`src/rtl/tcs_map.svh`:
```
// register offsets, field positions, reset values and divider counts
`ifndef TCS_MAP_SVH
`define TCS_MAP_SVH

`define TCS_ADDR_CLK_SEL 8'h8e
`define TCS_ADDR_CTRL 8'hc8
`define TCS_ADDR_RELOAD_LO 8'hca
`define TCS_ADDR_RELOAD_HI 8'hcb
`define TCS_ADDR_COUNT_LO 8'hcc
`define TCS_ADDR_COUNT_HI 8'hcd

`define TCS_RST_CLK_SEL 8'h00
`define TCS_RST_CTRL 8'h00
`define TCS_RST_BYTE 8'h00

`define TCS_CS_HI_FAST 6
`define TCS_CS_LO_FAST 5
`define TCS_CS_T1_FAST 4
`define TCS_CS_T0_FAST 3
`define TCS_CS_SCA_HI 1
`define TCS_CS_SCA_LO 0
`define TCS_CS_WMASK 8'h7b

`define TCS_CT_HI_FLAG 7
`define TCS_CT_LO_FLAG 6
`define TCS_CT_LO_IEN 5
`define TCS_CT_SPLIT 3
`define TCS_CT_RUN 2
`define TCS_CT_XCLK 0
`define TCS_CT_WMASK 8'hed

`define TCS_DIV12_LAST 4'hb
`define TCS_DIV4_PHASE 2'h3
`define TCS_DIV48_LAST 2'h3
`define TCS_EXT_DIV_LAST 3'h7

`endif

```
`src/rtl/tcs_pkg.sv`:
```
// types shared by the timer clock select block
package tcs_pkg;
  typedef logic [7:0] tcs_byte_t;
  typedef enum logic [1:0] {
    TCS_PRE_DIV12 = 2'h0,
    TCS_PRE_DIV4 = 2'h1,
    TCS_PRE_DIV48 = 2'h2,
    TCS_PRE_EXT8 = 2'h3
  } tcs_prescale_t;
endpackage

```
`src/rtl/tcs_byte_counter.sv`:
```
// one 8-bit counting byte with software load and overflow reload
`timescale 1ns/1ps
`include "tcs_map.svh"
module tcs_byte_counter
  import tcs_pkg::*;
(
  input wire logic i_clk,
  input wire logic i_rstn,
  input wire logic i_inc,
  input wire logic i_reload_on_wrap,
  input wire logic i_wr,
  input wire tcs_byte_t i_wdata,
  input wire tcs_byte_t i_reload_val,
  output tcs_byte_t o_count,
  output logic o_ovf
);
  tcs_byte_t count_d;

  // wrap happens on the increment that leaves 0xff
  assign o_ovf = i_inc && (o_count == 8'hff);

  // a software write takes priority over counting in the same cycle
  always_comb
  begin
    if (i_wr)
      count_d = i_wdata;
    else if (o_ovf && i_reload_on_wrap)
      count_d = i_reload_val;
    else if (i_inc)
      count_d = o_count + 8'h01;
    else
      count_d = o_count;
  end

  always_ff @(posedge i_clk or negedge i_rstn)
  begin
    if (!i_rstn)
      o_count <= `TCS_RST_BYTE;
    else
      o_count <= count_d;
  end
endmodule

```
`src/rtl/tcs_prescaler.sv`:
```
// tick generator: system clock /4, /12, /48 and external clock /8
`timescale 1ns/1ps
`include "tcs_map.svh"
module tcs_prescaler
  import tcs_pkg::*;
(
  input wire logic i_clk,
  input wire logic i_rstn,
  input wire logic i_ext_clk,
  output logic o_div4,
  output logic o_div12,
  output logic o_div48,
  output logic o_ext8
);
  logic [3:0] c12_q, c12_d;
  logic [1:0] c48_q, c48_d;
  logic [2:0] c8_q, c8_d;
  logic sync1_q, sync2_q, prev_q;
  logic div4_d, div12_d, div48_d, ext8_d;
  logic ext_rise;

  // external pin: two flops, then edge compare on the second and a third
  assign ext_rise = sync2_q & ~prev_q;

  // one shared mod-12 counter, so /4 and /48 stay phase locked to /12
  always_comb
  begin
    c12_d = (c12_q == `TCS_DIV12_LAST) ? 4'h0 : c12_q + 4'h1;
    c48_d = (c12_q == `TCS_DIV12_LAST) ? c48_q + 2'h1 : c48_q;
    c8_d = ext_rise ? c8_q + 3'h1 : c8_q;
    div4_d = (c12_q[1:0] == `TCS_DIV4_PHASE);
    div12_d = (c12_q == `TCS_DIV12_LAST);
    div48_d = div12_d && (c48_q == `TCS_DIV48_LAST);
    ext8_d = ext_rise && (c8_q == `TCS_EXT_DIV_LAST);
  end

  always_ff @(posedge i_clk or negedge i_rstn)
  begin
    if (!i_rstn)
    begin
      c12_q <= 4'h0;
      c48_q <= 2'h0;
      c8_q <= 3'h0;
      sync1_q <= 1'b0;
      sync2_q <= 1'b0;
      prev_q <= 1'b0;
      o_div4 <= 1'b0;
      o_div12 <= 1'b0;
      o_div48 <= 1'b0;
      o_ext8 <= 1'b0;
    end
    else
    begin
      c12_q <= c12_d;
      c48_q <= c48_d;
      c8_q <= c8_d;
      sync1_q <= i_ext_clk;
      sync2_q <= sync1_q;
      prev_q <= sync2_q;
      o_div4 <= div4_d;
      o_div12 <= div12_d;
      o_div48 <= div48_d;
      o_ext8 <= ext8_d;
    end
  end
endmodule

```
`src/rtl/tcs_timer_clock_select.sv`:
```
// timer clock select register and the 16-bit / split 8-bit reload timer
`timescale 1ns/1ps
`include "tcs_map.svh"
module tcs_timer_clock_select
  import tcs_pkg::*;
(
  input wire logic i_clk,
  input wire logic i_rstn,
  input wire logic i_ext_clk,
  input wire logic [7:0] i_sfr_addr,
  input wire tcs_byte_t i_sfr_wdata,
  input wire logic i_sfr_wr,
  input wire logic i_reload_timer_irq_enable,
  input wire logic i_timer0_counter_mode,
  input wire logic i_timer1_counter_mode,
  output tcs_byte_t o_sfr_rdata,
  output logic o_reload_timer_irq,
  output logic o_timer0_tick,
  output logic o_timer1_tick
);
  tcs_byte_t clk_sel_q, clk_sel_d;
  tcs_byte_t ctrl_q, ctrl_d;
  tcs_byte_t reload_lo_q, reload_lo_d;
  tcs_byte_t reload_hi_q, reload_hi_d;
  tcs_byte_t rdata_d;
  tcs_byte_t count_lo, count_hi;
  tcs_prescale_t pre_sel;
  logic irq_d, t0_tick_d, t1_tick_d;
  logic div4, div12, div48, ext8;
  logic slow_tick, pre_tick, lo_tick, hi_tick;
  logic lo_inc, hi_inc, lo_ovf, hi_ovf, lo_reload;
  logic wr_cs, wr_ct, wr_rll, wr_rlh, wr_tl, wr_th;
  logic split_mode_enable, reload_timer_run, external_clock_select;
  logic high_byte_overflow_flag, low_byte_overflow_flag;
  logic low_byte_interrupt_enable;
  logic t2_high_byte_fast_clock_sel, t2_low_byte_fast_clock_sel;
  logic timer1_fast_clock_sel, timer0_fast_clock_sel;

  // field views of the two control registers
  assign split_mode_enable = ctrl_q[`TCS_CT_SPLIT];
  assign reload_timer_run = ctrl_q[`TCS_CT_RUN];
  assign external_clock_select = ctrl_q[`TCS_CT_XCLK];
  assign high_byte_overflow_flag = ctrl_q[`TCS_CT_HI_FLAG];
  assign low_byte_overflow_flag = ctrl_q[`TCS_CT_LO_FLAG];
  assign low_byte_interrupt_enable = ctrl_q[`TCS_CT_LO_IEN];
  assign t2_high_byte_fast_clock_sel = clk_sel_q[`TCS_CS_HI_FAST];
  assign t2_low_byte_fast_clock_sel = clk_sel_q[`TCS_CS_LO_FAST];
  assign timer1_fast_clock_sel = clk_sel_q[`TCS_CS_T1_FAST];
  assign timer0_fast_clock_sel = clk_sel_q[`TCS_CS_T0_FAST];
  assign pre_sel = tcs_prescale_t'(
    clk_sel_q[`TCS_CS_SCA_HI:`TCS_CS_SCA_LO]);

  // register write decode, one strobe per register
  assign wr_cs = i_sfr_wr && (i_sfr_addr == `TCS_ADDR_CLK_SEL);
  assign wr_ct = i_sfr_wr && (i_sfr_addr == `TCS_ADDR_CTRL);
  assign wr_rll = i_sfr_wr && (i_sfr_addr == `TCS_ADDR_RELOAD_LO);
  assign wr_rlh = i_sfr_wr && (i_sfr_addr == `TCS_ADDR_RELOAD_HI);
  assign wr_tl = i_sfr_wr && (i_sfr_addr == `TCS_ADDR_COUNT_LO);
  assign wr_th = i_sfr_wr && (i_sfr_addr == `TCS_ADDR_COUNT_HI);

  tcs_prescaler u_prescaler (
    .i_clk(i_clk),
    .i_rstn(i_rstn),
    .i_ext_clk(i_ext_clk),
    .o_div4(div4),
    .o_div12(div12),
    .o_div48(div48),
    .o_ext8(ext8)
  );

  // slow source for the reload timer bytes
  assign slow_tick = external_clock_select ? ext8 : div12;
  // fast select gives a tick every system clock
  assign lo_tick = t2_low_byte_fast_clock_sel ? 1'b1 : slow_tick;
  assign hi_tick = t2_high_byte_fast_clock_sel ? 1'b1 : slow_tick;

  // low byte runs freely in split mode, gated by run in 16-bit mode
  assign lo_inc = lo_tick && (split_mode_enable || reload_timer_run);
  // 16-bit: high byte steps on low carry, own clock select unused
  assign hi_inc = split_mode_enable ? (hi_tick && reload_timer_run)
                                    : lo_ovf;
  // in 16-bit mode the low byte reloads only on the full rollover
  assign lo_reload = split_mode_enable || (count_hi == 8'hff);

  // the two separately addressable count bytes
  tcs_byte_counter u_count_lo (
    .i_clk(i_clk),
    .i_rstn(i_rstn),
    .i_inc(lo_inc),
    .i_reload_on_wrap(lo_reload),
    .i_wr(wr_tl),
    .i_wdata(i_sfr_wdata),
    .i_reload_val(reload_lo_q),
    .o_count(count_lo),
    .o_ovf(lo_ovf)
  );

  tcs_byte_counter u_count_hi (
    .i_clk(i_clk),
    .i_rstn(i_rstn),
    .i_inc(hi_inc),
    .i_reload_on_wrap(1'b1),
    .i_wr(wr_th),
    .i_wdata(i_sfr_wdata),
    .i_reload_val(reload_hi_q),
    .o_count(count_hi),
    .o_ovf(hi_ovf)
  );

  // prescaled clock shared by timer 0 and timer 1
  always_comb
  begin
    case (pre_sel)
      TCS_PRE_DIV12: pre_tick = div12;
      TCS_PRE_DIV4: pre_tick = div4;
      TCS_PRE_DIV48: pre_tick = div48;
      TCS_PRE_EXT8: pre_tick = ext8;
      default: pre_tick = div12;
    endcase
  end

  // register next values; a hardware flag set beats a software clear
  always_comb
  begin
    clk_sel_d = clk_sel_q;
    ctrl_d = ctrl_q;
    reload_lo_d = wr_rll ? i_sfr_wdata : reload_lo_q;
    reload_hi_d = wr_rlh ? i_sfr_wdata : reload_hi_q;
    if (wr_cs)
      clk_sel_d = i_sfr_wdata & `TCS_CS_WMASK;
    if (wr_ct)
      ctrl_d = i_sfr_wdata & `TCS_CT_WMASK;
    if (hi_ovf)
      ctrl_d[`TCS_CT_HI_FLAG] = 1'b1;
    if (lo_ovf)
      ctrl_d[`TCS_CT_LO_FLAG] = 1'b1;
  end

  // interrupt request and timer 0/1 clock ticks
  always_comb
  begin
    // flags stay up until software clears them, so this is a level
    irq_d = i_reload_timer_irq_enable &&
            (high_byte_overflow_flag ||
             (low_byte_interrupt_enable && low_byte_overflow_flag));
    // pin counting mode makes the fast select irrelevant
    t0_tick_d = !i_timer0_counter_mode &&
                (timer0_fast_clock_sel || pre_tick);
    t1_tick_d = !i_timer1_counter_mode &&
                (timer1_fast_clock_sel || pre_tick);
  end

  // read mux, one cycle of latency; unmapped addresses read zero
  always_comb
  begin
    case (i_sfr_addr)
      `TCS_ADDR_CLK_SEL: rdata_d = clk_sel_q;
      `TCS_ADDR_CTRL: rdata_d = ctrl_q;
      `TCS_ADDR_RELOAD_LO: rdata_d = reload_lo_q;
      `TCS_ADDR_RELOAD_HI: rdata_d = reload_hi_q;
      `TCS_ADDR_COUNT_LO: rdata_d = count_lo;
      `TCS_ADDR_COUNT_HI: rdata_d = count_hi;
      default: rdata_d = 8'h00;
    endcase
  end

  always_ff @(posedge i_clk or negedge i_rstn)
  begin
    if (!i_rstn)
    begin
      clk_sel_q <= `TCS_RST_CLK_SEL;
      ctrl_q <= `TCS_RST_CTRL;
      reload_lo_q <= `TCS_RST_BYTE;
      reload_hi_q <= `TCS_RST_BYTE;
      o_sfr_rdata <= 8'h00;
      o_reload_timer_irq <= 1'b0;
      o_timer0_tick <= 1'b0;
      o_timer1_tick <= 1'b0;
    end
    else
    begin
      clk_sel_q <= clk_sel_d;
      ctrl_q <= ctrl_d;
      reload_lo_q <= reload_lo_d;
      reload_hi_q <= reload_hi_d;
      o_sfr_rdata <= rdata_d;
      o_reload_timer_irq <= irq_d;
      o_timer0_tick <= t0_tick_d;
      o_timer1_tick <= t1_tick_d;
    end
  end
endmodule

```
`config.mk`:
```
export PLATFORM = sky130hd
export DESIGN_NAME = tcs_timer_clock_select
export DESIGN_NICKNAME = d
export VERILOG_FILES = /design/src/rtl/tcs_pkg.sv /design/src/rtl/tcs_byte_counter.sv /design/src/rtl/tcs_prescaler.sv /design/src/rtl/tcs_timer_clock_select.sv
export VERILOG_INCLUDE_DIRS = /design/src /design/src/rtl
export SDC_FILE = /design/constraint.sdc
export NUM_CORES = 1
export LEC_CHECK = 0
export ABC_AREA = 0
export BUFFER_PORTS_ARGS = -buffer_cell sky130_fd_sc_hd__buf_2
export CORE_MARGIN = 2
export CORE_UTILIZATION = 41
export CTS_CLUSTER_SIZE = 8
export DETAILED_ROUTE_END_ITERATION = 7
export PLACE_DENSITY = 0.62
export SKIP_LAST_GASP = 1
export SYNTH_ARGS = -nofsm -noshare
export SYNTH_HDL_FRONTEND = slang
export SYNTH_SLANG_ARGS = --single-unit
```
`constraint.sdc`:
```
create_clock -name i_clk -period 3.27 [get_ports i_clk]
set_input_delay 0.1635 -clock i_clk [delete_from_list [all_inputs] [get_ports i_clk]]
set_output_delay 0.1635 -clock i_clk [all_outputs]
set_load 0.05 [all_outputs]
```
Yosys cells after proc, flatten, opt, wreduce, memory -nomap -nowiden
Index checks and enable logic that the tools add are counted.
{ "word_totals": {"output_inout_bits": 11, "register_bits": 71, "in_bits": 23, "wordCells": 89} }
{ "classes": {"eq_ne": 15, "n_mux": 16, "reduce_logical": 29, "bitwise_logic": 2, "add_sub_neg": 5} }
{ "op_table": {"columns": ["cell", "count"], "rows": [
  ["8-bit == test (second input constant)", 8],
  ["8-bit two-way mux", 7],
  ["8-bit case mux with 6 select lines", 1],
  ["1-bit logical AND", 17],
  ["8-bit by 1-bit adder with 8-bit output (second input constant)", 2],
  ["2-bit == test (second input constant)", 4],
  ["1-bit two-way mux", 6],
  ["3-bit nonzero test", 2],
  ["1-bit logical OR", 5],
  ["4-bit by 1-bit adder with 4-bit output (second input constant)", 1],
  ["4-bit == test (second input constant)", 1],
  ["4-bit two-way mux", 1],
  ["1-bit case mux with 4 select lines", 1],
  ["2-bit nonzero test", 2],
  ["3-bit by 1-bit adder with 3-bit output (second input constant)", 1],
  ["3-bit == test (second input constant)", 1],
  ["2-bit by 1-bit adder with 2-bit output (second input constant)", 1],
  ["2-bit by 1-bit == test with 1-bit output (second input constant)", 1],
  ["1-bit logical NOT", 2],
  ["2-bit logical NOT", 1],
  ["1-bit bitwise AND", 1],
  ["1-bit NOT", 1]
]} }

Logic depth before layout (Yosys ltp)
Gate-level depths: netlist of run 1.
{ "logic_depth": {"ltp_word": 8, "ltp_mapped": 9, "mapped_depth_nobuf": 6} }

Cells and area by module
Synthesis of run 1 repeated with hierarchy kept, for this count alone.
{ "unflattened": {"cells_unflattened": 339, "hier_area_um2": 3819.9} }
{ "modules_own_cells": {"columns": ["mod", "seq_area_each_um2", "area_per_inst_um2", "n_inst", "cells_each"], "rows": [
  ["tcs_timer_clock_select", 975.9, 2059.5, 1, 167],
  ["tcs_byte_counter", 200.2, 581.8, 2, 67],
  ["tcs_prescaler", 400.4, 596.8, 1, 38]
]} }

Worst setup path after synthesis of run 1
Ideal clock, no wire load.
{ "synth_timing": {"path_kind": "register to register", "start": "register u_count_hi.o_count[0]", "end": "register u_count_lo.o_count[2]", "slack_ns": 1.291, "stages_incl_launch_ff": 10, "period_less_slack_ns": 1.979, "t_required_ns": 3.142, "t_arrival_ns": 1.851, "setup_time_ns": 0.128, "path_buffers": 3, "cell_sequence": "dfrtp_1 > ha_1 > and3_1 > buf_2 > and3_1 > clkbuf_1 > o21a_1 > buf_2 > a211oi_1 > nor3_1"} }
{ "synth_between": {"elab_chain_len": 5, "word_cells_on_any_way": 6, "cone_classes": "1 x eq/ne; 2 x mux; 3 x reduce/logical"} }
{ "synth_rtl": {"columns": ["element", "line", "text"], "rows": [
  ["from (decl)", "tcs_byte_counter.sv:14", "output tcs_byte_t o_count,"],
  ["from (signal assigned)", "tcs_byte_counter.sv:38", "o_count <= `TCS_RST_BYTE;"],
  ["from (signal assigned)", "tcs_byte_counter.sv:40", "o_count <= count_d;"],
  ["8-bit == test (*)", "tcs_timer_clock_select.sv:83", "assign lo_reload = split_mode_enable || (count_hi == 8'hff);"],
  ["1-bit logical OR (*)", "tcs_timer_clock_select.sv:83", null],
  ["1-bit logical AND (*)", "tcs_byte_counter.sv:27", "else if (o_ovf && i_reload_on_wrap)"],
  ["8-bit two-way mux", "tcs_byte_counter.sv:27", null],
  ["8-bit two-way mux", "tcs_byte_counter.sv:25", "if (i_wr)"],
  ["to (signal assigned)", "tcs_byte_counter.sv:38", null],
  ["to (signal assigned)", "tcs_byte_counter.sv:40", null],
  ["to (decl)", "tcs_byte_counter.sv:14", null]
]} }
Mark *: on every way between the ends. The rest lies on a longest branch, timed or not.
A chain may end at the register's enable or synchronous reset.

Worst setup path after layout of run 1
{ "layout_timing": {"start": "register u_count_hi.o_count[0]", "end": "register u_count_lo.o_count[1]"} }
The elaborated chain is that of the path after synthesis.

==> results of run 1 <==
[sequential cells by signal, indices dropped and copies added, names as in the netlist, 4 cells and up]
name / cells
ctrl_q: 6
reload_hi_q: 8
clk_sel_q: 6
u_count_hi.o_count: 8
u_count_lo.o_count: 8
reload_lo_q: 8
u_prescaler.c12_q: 4
o_sfr_rdata: 8
[layout by cell type, fill, tap and decap left out, types with 4 or more instances in the layout]
cell type	Yosys	layout
sky130_fd_sc_hd__ha_1	6	6
sky130_fd_sc_hd__mux2i_1	12	12
sky130_fd_sc_hd__dfrtp_1	71	71
sky130_fd_sc_hd__a21oi_1	13	13
sky130_fd_sc_hd__mux2_4	4	4
sky130_fd_sc_hd__nand2_1	25	25
sky130_fd_sc_hd__buf_2	3	32
sky130_fd_sc_hd__dlygate4sd3_1	0	4
sky130_fd_sc_hd__nand3_1	14	14
sky130_fd_sc_hd__a22oi_1	16	16
sky130_fd_sc_hd__and3_1	5	5
sky130_fd_sc_hd__xnor2_1	5	5
sky130_fd_sc_hd__nor2_1	25	25
sky130_fd_sc_hd__clkbuf_8	0	10
sky130_fd_sc_hd__xor2_1	5	5
sky130_fd_sc_hd__nand2b_1	5	5
sky130_fd_sc_hd__o22ai_1	8	8
sky130_fd_sc_hd__nor2b_1	7	7
sky130_fd_sc_hd__o21ai_0	20	20
sky130_fd_sc_hd__nor3_1	4	4
sky130_fd_sc_hd__mux2_2	27	27
[power breakdown]
part	switching [mW]	internal, mW
clock	0.336	0.447
sequential	0.129	0.978
combinational	0.204	0.188
total	0.669	1.61
[kinds of logic (layout without fill, tap and decap cells)]
kind of cell | after synthesis | in the layout | share of synthesized area (%)
fa+ha+maj | 6 | 6 | 2.09
simple gates | 105 | 105 | 15.8
compound gates | 76 | 76 | 14.0
buf+inv | 16 | 56 | 2.19
flops | 71 | 71 | 49.4
mux | 44 | 44 | 14.1
xor+xnor | 10 | 10 | 2.44
[cell type report]
class | count | area (um2) | share of cell area (%)
inverter | 3 | 11.3 | 0.275
timing repair buffer | 38 | 215 | 5.25
tap | 108 | 135 | 3.30
clock inverter | 5 | 82.6 | 2.01
sequential | 71 | 1780 | 43.3
multi-input combinational | 241 | 1740 | 42.5
clock buffer | 10 | 138 | 3.36
[worst max-delay path: cells and delay by family (launching register included)]
| kind | cells | cell delay, ps |
|---|---|---|
| fa+ha+maj | 1 | 220 |
| simple gates | 2 | 660 |
| mux | 1 | 220 |
| flops | 1 | 450 |
| compound gates | 2 | 500 |
[path summary, 6_finish.rpt]
check,depth (start not counted),to,from,slack (ps)
min in group asynchronous,2,u_count_hi.o_count[7],i_rstn,470
min reg2reg,0,u_prescaler.sync2_q,u_prescaler.sync1_q,350
max reg2reg,6,u_count_lo.o_count[1],u_count_hi.o_count[0],1080
max in group asynchronous,2,reload_lo_q[7],i_rstn,2200
min,2,o_reload_timer_irq,i_reload_timer_irq_enable,30
max,6,u_count_lo.o_count[1],u_count_hi.o_count[0],1080
[routing by layer]
metal | track usage, % | vias to the layer above
li1 | - | 1280
met5 | 0 | -
met3 | 4.75 | 16
met4 | 8.23 | 0
met1 | 26.3 | 1352
met2 | 29.9 | 88
==> run summary, run 1 <==
Summing internal, switching and leakage power gives 2.28 mW. The overall track demand over capacity in global routing came out at 19.5%. In this run the static leakage power is between 1.5 and 2 nW. The clock skew came out at approximately 14 ps. The area enclosed by the die boundary is about 9500 um2.

The post-synthesis cell count came out at ~330. The critical path is of the flop to flop type. The flip-flop and latch count after synthesis is 71. The post-synthesis cell type with the largest combined area is sky130_fd_sc_hd__dfrtp_1. The measured slew at the worst slew-check pin is 902 ps.

The non-filler instance count after layout is around 480. The portion of the clock cycle consumed by the worst path in the final layout came out at approximately 67%. The met2 wirelength from detailed routing is between 4000 and 5000 um. The detailed-router iteration count before antenna repair is 5.

The area share of the largest cell type after synthesis is 49.4%. Clock tree synthesis selected as its root buffer the cell sky130_fd_sc_hd__clkbuf_8. The initial utilization of the core area, before any placement, comes to approximately two fifths. CTS saw 71 sinks. After synthesis, flip-flops and latches occupy about 49% of the total area. The core region area came out at 8590 um2.

The power density over the cells came out at ~560 nW/um2. Setup slack on the critical path of the routed design comes to 1080 ps. Yosys attributes the largest share of cell area to sky130_fd_sc_hd__dfrtp_1, sky130_fd_sc_hd__mux2_2, sky130_fd_sc_hd__mux2i_1. The maximum number of buffers from clock root to sink came out at 2. The worst setup path is captured at a flop. sky130_fd_sc_hd__dfrtp_1 is the most common cell in the netlist. The total number of H-tree levels is 3. Wire segments on met3 add up to ~490 um in the final route. For the final routed database, the setup TNS stands at 0 ps. The most common flop cell mapped by yosys is sky130_fd_sc_hd__dfrtp_1.

By count the netlist is led by sky130_fd_sc_hd__dfrtp_1, sky130_fd_sc_hd__mux2_2, sky130_fd_sc_hd__nand2_1, sky130_fd_sc_hd__nor2_1, sky130_fd_sc_hd__o21ai_0. For this design, the slowest cell found on the critical path is sky130_fd_sc_hd__dfrtp_1. The total routed wirelength came out at approximately 8700 um. The number of filler instances in the final layout is just over 800. IR analysis of the VDD net gives a maximum drop of a little under 0.0003 V. For this block, the initial DRC count from the detailed router was between 150 and 200. The required time of the worst setup path is approximately 3500 ps. The average cell area after synthesis is between 10 and 15 um2.

The fraction of registers with async set/reset came out at 100%. The first-pass GRT wire length came out at 14500 um. The post-detailed-route via-to-cell ratio is between 5 and 6.

The largest fanout on the critical path came out at 8. The leftover overflow at the end of global routing came out at 0. In this design, the critical path's most frequently occurring cell is sky130_fd_sc_hd__and3_1. The number of maximum-capacitance violations came out at 0. Post-CTS timing repair inserted 0 buffers for setup. The fraction of layout instances using a drive strength above 1 came out at roughly a quarter. The number of antenna violations at the first check in global routing is 0. The post-synthesis net count came out at about 360. Based on the critical path, the design can be clocked at up to around 460 MHz.

The via count of the first global-routing pass is between 2000 and 3000. The largest net degree at the start of global routing came out at 72. Dividing the detail-routed wire length by the instance count gives around 18 um. The number of failing hold endpoints at the final stage is 0. The final core utilization is a little under half. 0 antenna diodes ended up in the layout. The TritonCTS clock tree is built.

The vertical die dimension is 97.7 um. The clock slew at the register clock pins of the worst setup and hold paths came out at around 80 ps. The number of top-level pins came out at 34.

After detailed placement, the design holds a cell count of 457. The number of enable flip-flop cells after synthesis is 0. The worst slack after detailed placement is 1090 ps. The final RePlAce weighted congestion came out at around 0.94. The estimated wirelength of the detail-placed design came out at 6180 um.

The total number of yosys warnings came out at 0. The max-slew violation count came to 0. The type of the worst min-delay path is input pin to flop. The distinct cell type count of the synthesized netlist came out at just over 50.

The net count of the finished layout is 393. TritonCTS created 9 clock buffers. The run finished with clean final reports. The post-detailed-placement cell area came out at ~3800 um2. Summing every instance area after synthesis gives 3600 um2.

Setup repair after global routing left no endpoint under its margin. After detailed routing, the number of remaining DRC violations is 0. After routing the design area is about 4100 um2. In the final routing, the length of wire on met1 measures 3940 um. Data on the critical path arrives at its endpoint at 2400 ps. The routed layout has roughly 2700 vias. The total of buffers placed on input and output ports is 33. The number of rows created at floorplan is 34. Walking the worst path, the cells encountered are ha_1 > and3_1 > and3_1 > o21a_1 > mux2i_1 > o21ai_0. The floorplan die width came out at slightly below 100 um. Hold timing on the final database bottoms out at a slack of 27.2 ps. In this run the tightest slew margin relative to its limit is between 30 and 40%. The clock reaches the later pin of the worst-skew pair after approximately 360 ps. The area growth from synthesis to final layout is 14.0%. The worst path in the final design needs a cycle of 2190 ps, including I/O delays and setup. Once detail routing completed, the nets flagged for antenna violations numbered 0.

Hold repair after CTS inserted 4 buffers. The highest layer touched by signal routing is met4. The sort of element at the start of the critical path is a flop. Setup violations remaining at the end of the flow were counted as 0.

The post-cts gate resize count came out at 0. The longest individual stage delay on the worst path is 450 ps.
Note: power is estimated with default switching activity, not from simulation.
==> run 2: changes to the inputs <==
PLACE_DENSITY = 0.64   (was 0.62)
clock period = 1.78 ns   (was 3.27 ns; I/O delays follow)
==> run 2 against run 1 <==
Compared with the run above: routed wire length grew 5.8%; largest power group unchanged; cell count rose by 8.4%; critical endpoint is now u_count_hi.o_count[0]; register-to-register slack got worse by 1100 ps.
==> run summary, run 2 (synthesis results as in run 1) <==
The floorplan die width is 97.7 um (unchanged). The via count of the first global-routing pass is 2862 (+4.8%). The hold-critical path depth came out at 3 (+1). The maximum number of buffers from clock root to sink came out at 2 (unchanged). The area enclosed by the die boundary was 9540 um2 (unchanged). The post-layout minimum cycle time came out at 1760 ps (-424 ps).

Among all stages on the critical path, the largest delay is contributed by sky130_fd_sc_hd__dfrtp_1. The effective utilization at floorplan came out at 41.8% (unchanged). The number of violations reported at the end of detailed-routing iteration 0 came out at 215 (+20%). The TritonCTS buffer count came out at 9 (unchanged). The largest fanout on the critical path came out at 6 (-2).

The slack of the critical path came to 17.1 ps (-1070 ps). The measured slew at the worst slew-check pin was 704 ps (-197 ps). The overall track demand over capacity in global routing is 20.3% (+0.85 points).

The portion of the clock cycle consumed by the worst path in the final layout came out at 99.0% (+32 points). The detailed-route DRC error count came to 0 (unchanged). The estimated wirelength of the detail-placed design is 6630 um (+7.4%). The flow ran to the end, and the final reports show no timing, DRC or antenna violations. The worst register-to-register path ends at u_count_hi.o_count[0]. On the critical path the largest part of the delay comes from compound AO/OA/AOI/OAI gates. The clock skew is 8.98 ps (-4.95 ps).

The power dissipated by switching net loads came out at 1.37 mW (+100%). The most critical setup path has its startpoint at u_count_lo.o_count[0]. The number of nets in the final layout is 432 (+9.9%). The total routed wirelength is 9170 um (+5.8%).

The routed via count was 2910 (+6.4%). The number of endpoints failing setup at the final stage came out at 0 (unchanged). The number of top-level pins is 34 (unchanged).

The type of the setup path with the least slack is flop to flop. The routed wire length per instance came out at 17.8 um (-2.4%). The required time of the worst setup path came out at 2080 ps (-1410 ps).

The critical path goes through ha_2 > nand3_2 > or2_4 > o31a_1 > o31ai_2 > o22a_1. The critical path capture point type is a flop. The number of filler instances in the final layout is 775 (-4.1%). The vertical die dimension is 97.7 um (unchanged).

The highest ir drop seen on vdd came out at 0.000527 V (+79%). The worst reg-to-reg setup slack came to 20 ps (-1070 ps). The peak clock frequency supported by timing came out at 567 MHz (+24%).

The post-detailed-route via-to-cell ratio is 5.64 (-1.9%). The number of maximum-capacitance violations is 0 (unchanged). The number of rows created at floorplan is 34 (unchanged).

The remaining max-slew budget at the tightest pin came to 53.0% (+13 points). The final antenna diode count is 0 (unchanged). The final RePlAce weighted congestion came out at 0.920 (-2.4%). In the layout the commonest cells are sky130_fd_sc_hd__dfrtp_1, sky130_fd_sc_hd__buf_4, sky130_fd_sc_hd__buf_2. The worst slack after detailed placement came out at -88.0 ps (-1180 ps). The clock slew at the register clock pins of the worst setup and hold paths is 80 ps (about the same). The number of cell instances on the worst register-to-register path came out at 6 (unchanged). The leakage dissipation is 2.05 nW (+9.9%). The sequential cell fraction of total power came to 44.2% (-4.3 points). The max-slew violation count was 0 (unchanged). The arrival time reported for the critical path endpoint is 2060 ps (-340 ps).

The number of failing hold endpoints at the final stage is 0 (unchanged). The total number of H-tree levels is 3 (unchanged). The leftover overflow at the end of global routing is 0 (unchanged). The fraction of layout instances using a drive strength above 1 is 34.8% (+11 points). The final antenna-violating net count is 0 (unchanged). TritonCTS built the clock tree. The launch instance of the worst register-to-register path is u_count_lo.o_count[0].

The total of buffers placed on input and output ports is 33 (unchanged). The switching power as a share of total power came out at 31.2% (+1.9 points). The terminating pin of the worst hold path is u_count_hi.o_count[1].

The number of antenna violations at the first check in global routing is 0 (unchanged). The number of buffers and inverters on the critical path was 0 (unchanged). The detailed-router iteration count before antenna repair is 4 (-1).

The core region area came out at 8590 um2 (unchanged). The longest individual stage delay on the worst path is 370 ps (-80 ps). The worst hold slack is 22.8 ps (-4.34 ps). The number of sinks on the clock net is 71 (unchanged). Setup repair after global routing could not meet its margin everywhere. The logic gate share of total power came out at 25.4% (+8.2 points).

The type of the worst min-delay path is input pin to flop. The clock share of power came out at 30.4% (-3.9 points). The largest net degree at the start of global routing is 55 (-24%). The power density over the cells came out at 976 nW/um2 (+75%). The clock insertion delay at the later pin of the skew report is 360 ps (about the same). The root buffer cell chosen for the clock tree is sky130_fd_sc_hd__clkbuf_8.

Leaving out fill and tap cells, the most frequent cell in the layout is sky130_fd_sc_hd__dfrtp_1. STA classifies the critical path startpoint as a flop. The area growth from synthesis to final layout came out at 24.7%. In this run the most critical hold path is launched from i_sfr_wdata[1]. The first-pass GRT wire length came out at 15100 um (+3.8%). The cell-internal power came out at 3.01 mW (+87%).
==> run 2: changes by cell type in the layout (fill, tap and decap cells not counted), moves of 3 or more <==
cell,delta
sky130_fd_sc_hd__clkinvlp_4,+3
sky130_fd_sc_hd__buf_4,+36
sky130_fd_sc_hd__a211oi_2,+3
sky130_fd_sc_hd__o21ai_1,+6
sky130_fd_sc_hd__a211oi_1,-3
sky130_fd_sc_hd__o21ai_0,-6
sky130_fd_sc_hd__inv_6,+3
==> run 2: final cells by class <==
class | count | area, um2 | share of cell area, %
clock buffers | 9 | 124 | 2.76
clock inverters | 7 | 78.8 | 1.76
inverters | 3 | 11.3 | 0.251
multi-input cells | 241 | 1830 | 40.9
flip-flops and latches | 71 | 1780 | 39.6
well taps | 108 | 135 | 3.01
repair buffers | 77 | 527 | 11.7
==> run 2: tightest hold or removal path: stages <==
cell and delay (ps):
sky130_fd_sc_hd__buf_2 130, sky130_fd_sc_hd__nand2_1 60, sky130_fd_sc_hd__o21ai_1 60
==> run 2: stage by stage <==
step	cell area [um2]	setup TNS (ps)	cells	total power [mW]	util (%)
detailed placement	4150	-316	493	2.99	48.3
floorplan	3640	-267	328	2.56	-
global route	4490	-142	516	4.63	52.2
finish	4490	0	516	4.38	52.2
global placement	4150	0	493	2.96	48.3
CTS	4410	-114	514	4.35	51.3
==> run 2: how the worst max path moves through the flow <==
stage | cells after the start | to | slack [ps]
3_3_place_gp | 6 | u_count_lo.o_count[3] | 20
5_1_grt | 6 | u_count_hi.o_count[0] | -40
6_report | 6 | u_count_hi.o_count[0] | 20
4_1_cts | 6 | u_count_lo.o_count[5] | -50
2_1_floorplan | 9 | u_count_lo.o_count[0] | -60
3_5_place_dp | 6 | u_count_lo.o_count[5] | -90
==> run 2: power groups by stage <==
stage                     combinational (mW)  sequential, mW  clock [mW]
after floorplan                        0.563            2.00           0
after global placement                  1.01            1.95           0
after detailed placement                1.04            1.96           0
after CTS                               1.05            1.93        1.37
after global routing                    1.23            1.96        1.43
final                                   1.11            1.94        1.33
==> run 2: timing repair <==
| action | 4_1_cts | 5_1_grt |
|---|---|---|
| setup buffers | 0 | 2 |
| endpoints found under the setup margin | 7 | 16 |
| hold endpoints to repair | 56 | 0 |
| pin swaps | 1 | 6 |
| resized for setup | 3 | 18 |
| hold buffers | 5 | 0 |
==> run 2: metal layers <==
metal	GRT usage [%]	share of wire, %	wire [um]
met1	28.3	45	4170
met5	0	0	0
met2	32.0	48	4380
met4	6.20	1.4	131
met3	4.32	5.3	488
==> run 3: changes to the inputs <==
REMOVE_ABC_BUFFERS = 1   (was default)
==> run 3 against run 2 <==
Compared with the run above: the run now ends with negative setup slack left; global-route usage up 0.35 points; clock skew up 3.9 ps; die area unchanged; via count down 0.82%; routed wire length up 3.8%; clock-buffer cell count up 1; highest routed layer unchanged; register-to-register slack worse by 20 ps; fmax down 1.2%; flip-flop and latch count unchanged.
==> run summary, run 3 (synthesis results as in run 1) <==
The number of top-level pins is 34 (unchanged). The required time of the worst setup path is 2010 ps (-70 ps). The number of filler instances in the final layout came to 774 (-0.13%).

The measured slew at the worst slew-check pin was 578 ps (-127 ps). The area growth from synthesis to final layout is 27.0%. The number of violations reported at the end of detailed-routing iteration 0 is 214 (-0.47%). The number of failing hold endpoints at the final stage came to 0 (unchanged). The via count of the first global-routing pass is 2920 (+2.0%). The highest ir drop seen on vdd is 0.000686 V (+30%). The area enclosed by the die boundary is 9540 um2 (unchanged). The final RePlAce weighted congestion came out at 0.874 (-5.1%). The number of sinks on the clock net is 71 (unchanged). The first-pass GRT wire length came to 15300 um (+1.7%). The max-slew violation count came out at 0 (unchanged).

The power dissipated by switching net loads came out at 1.35 mW (-1.4%). The number of nets in the final layout came out at 442 (+2.3%). The clock slew at the register clock pins of the worst setup and hold paths came to 90 ps (about the same). The critical path capture point type is a flop. The library cell used most frequently in the layout, excluding fill and tap cells, is sky130_fd_sc_hd__dfrtp_1. The clock share of power came out at 32.4% (+2.0 points). The fraction of layout instances using a drive strength above 1 is 35.4% (+0.60 points).

The detailed-route DRC error count came out at 0 (unchanged). Setup repair after global routing could not meet its margin everywhere. The largest fanout on the critical path is 5 (-1). The final antenna diode count came out at 0 (unchanged). The run finished, with violations left.

The logic gate share of total power came to 24.9% (-0.5 points). The vertical die dimension is 97.7 um (unchanged). The floorplan die width is 97.7 um (unchanged). The total negative slack is -3.87 ps (-3.87 ps).

The final reports fail on negative setup slack. The leftover overflow at the end of global routing is 0 (unchanged). The portion of the clock cycle consumed by the worst path in the final layout is 100% (+1.2 points). CTS placed an instance of sky130_fd_sc_hd__clkbuf_8 at the clock tree root.

The non-filler instance count after layout came out at 526 (+1.9%). The post-layout minimum cycle time came out at 1780 ps (+21.0 ps). The number of cells after detailed placement is 502 (+1.8%). The final antenna-violating net count came out at 0 (unchanged). The total power draw is 4.50 mW (+2.7%).

The slack of the critical path is -3.87 ps (-21.0 ps). The cell-internal power is 3.15 mW (+4.6%). The largest net degree at the start of global routing came out at 72 (+31%). The leakage dissipation is 2.11 nW (+2.7%). The number of maximum-capacitance violations is 0 (unchanged). The routed via count came out at 2886 (-0.82%).

The total number of H-tree levels was 3 (unchanged). The switching power as a share of total power came out at 29.9% (-1.3 points). The clock insertion delay at the later pin of the skew report came out at 350 ps (about the same). The post-detailed-route via-to-cell ratio is 5.49 (-2.7%). The total of buffers placed on input and output ports came to 33 (unchanged). The min-delay analysis places its worst path in the category input pin to flop. The clock skew came to 12.9 ps (+3.93 ps). The detailed-router iteration count before antenna repair was 5 (+1). The type of the setup path with the least slack is flop to flop.

The arrival time reported for the critical path endpoint came out at 2010 ps (-50 ps). The number of rows created at floorplan is 34 (unchanged). The sequential cell fraction of total power came out at 42.7% (-1.5 points). The peak clock frequency supported by timing came to 561 MHz (-1.2%).

The number of endpoints failing setup at the final stage is 1 (+1). The core region area came out at 8590 um2 (unchanged). In the layout the commonest cells are sky130_fd_sc_hd__dfrtp_1, sky130_fd_sc_hd__buf_4, sky130_fd_sc_hd__buf_2.

The number of antenna violations at the first check in global routing came out at 0 (unchanged). The maximum number of buffers from clock root to sink came to 2 (unchanged). The estimated wirelength of the detail-placed design came out at 6780 um (+2.2%). The overall track demand over capacity in global routing was 20.7% (+0.35 points). The power density over the cells is 985 nW/um2 (+0.89%). The routed wire length per instance came out at 18.1 um (+1.8%). The total routed wirelength is 9520 um (+3.8%). The TritonCTS clock tree is built. The effective utilization at floorplan came out at 41.8% (unchanged).

The TritonCTS buffer count came to 9 (unchanged). STA classifies the critical path startpoint as a flop. The remaining max-slew budget at the tightest pin is 61.4% (+8.4 points).
## run 3: cell count changes in the layout (fill, tap and decap cells not counted), sizes merged
cell / change
inv: -1
clkbuf: +1
clkinvlp: -1
buf: +10
bufinv: +1
## run 3: power groups by stage
stage / Clock (mW) / Combinational, mW / Sequential (mW)
4_1_cts: 1.49 / 1.07 / 1.92
2_1_floorplan: 0 / 0.507 / 2.00
5_1_grt: 1.56 / 1.24 / 1.95
3_3_place_gp: 0 / 1.02 / 1.94
6_report: 1.46 / 1.12 / 1.92
3_5_place_dp: 0 / 1.06 / 1.94
## run 3: final cells by class
cell class / instances / area (um2) / area share [%]
well taps: 108 / 135 / 2.96
clock buffers: 10 / 128 / 2.79
clock inverters: 6 / 92.6 / 2.03
inverters: 3 / 11.3 / 0.247
multi-input cells: 241 / 1820 / 39.8
flip-flops and latches: 71 / 1780 / 38.9
repair buffers: 87 / 607 / 13.3
## run 3: what timing repair did
item | 4_1_cts | 5_1_grt
endpoints found under the hold margin | 75 | 0
endpoints found under the setup margin | 14 | 16
resized for setup | 10 | 20
pin swaps | 1 | 8
cloned | 0 | 0
setup buffers | 1 | 2
hold buffers | 5 | 0
## run 3: path summary, 6_finish.rpt
| path | startpoint | end | slack [ps] | depth (start not counted) |
|---|---|---|---|---|
| min in group asynchronous | i_rstn | o_reload_timer_irq | 300 | 3 |
| max | u_count_lo.o_count[0] | u_count_hi.o_count[7] | -4 | 6 |
| min reg2reg | u_prescaler.sync1_q | u_prescaler.sync2_q | 350 | 0 |
| max in group asynchronous | i_rstn | clk_sel_q[3] | 1160 | 3 |
| max reg2reg | u_count_lo.o_count[0] | u_count_hi.o_count[7] | -4 | 6 |
| min | i_sfr_wdata[2] | u_count_hi.o_count[2] | 30 | 3 |
## run 3: critical path: stages, from the launching register on
cell                       delay, ps
sky130_fd_sc_hd__dfrtp_1         360
sky130_fd_sc_hd__ha_1            200
sky130_fd_sc_hd__nand3_2         110
sky130_fd_sc_hd__or2_4           270
sky130_fd_sc_hd__o31a_1          330
sky130_fd_sc_hd__a221oi_1        270
sky130_fd_sc_hd__o21ai_1         120
## run 3: routing by layer
layer  vias to the layer above  part of all wire (%)  track usage (%)
met5                         -                     0                0
met4                         0                   1.3             6.62
met3                        13                   5.2             3.31
met2                        93                    48             33.3
met1                      1404                    46             28.7
li1                       1376                     -                -
## run 3: through the flow
step | util, % | worst slack [ps] | area [um2] | hold slack [ps]
finish | 53.1 | -3.87 | 4570 | 28.7
global route | 53.1 | -51.5 | 4570 | 40.3
CTS | 52.4 | 8.98 | 4500 | 35.0
detailed placement | 48.7 | -318 | 4190 | 146
global placement | 48.7 | -124 | 4190 | 146
floorplan | - | -40.0 | 3530 | -207
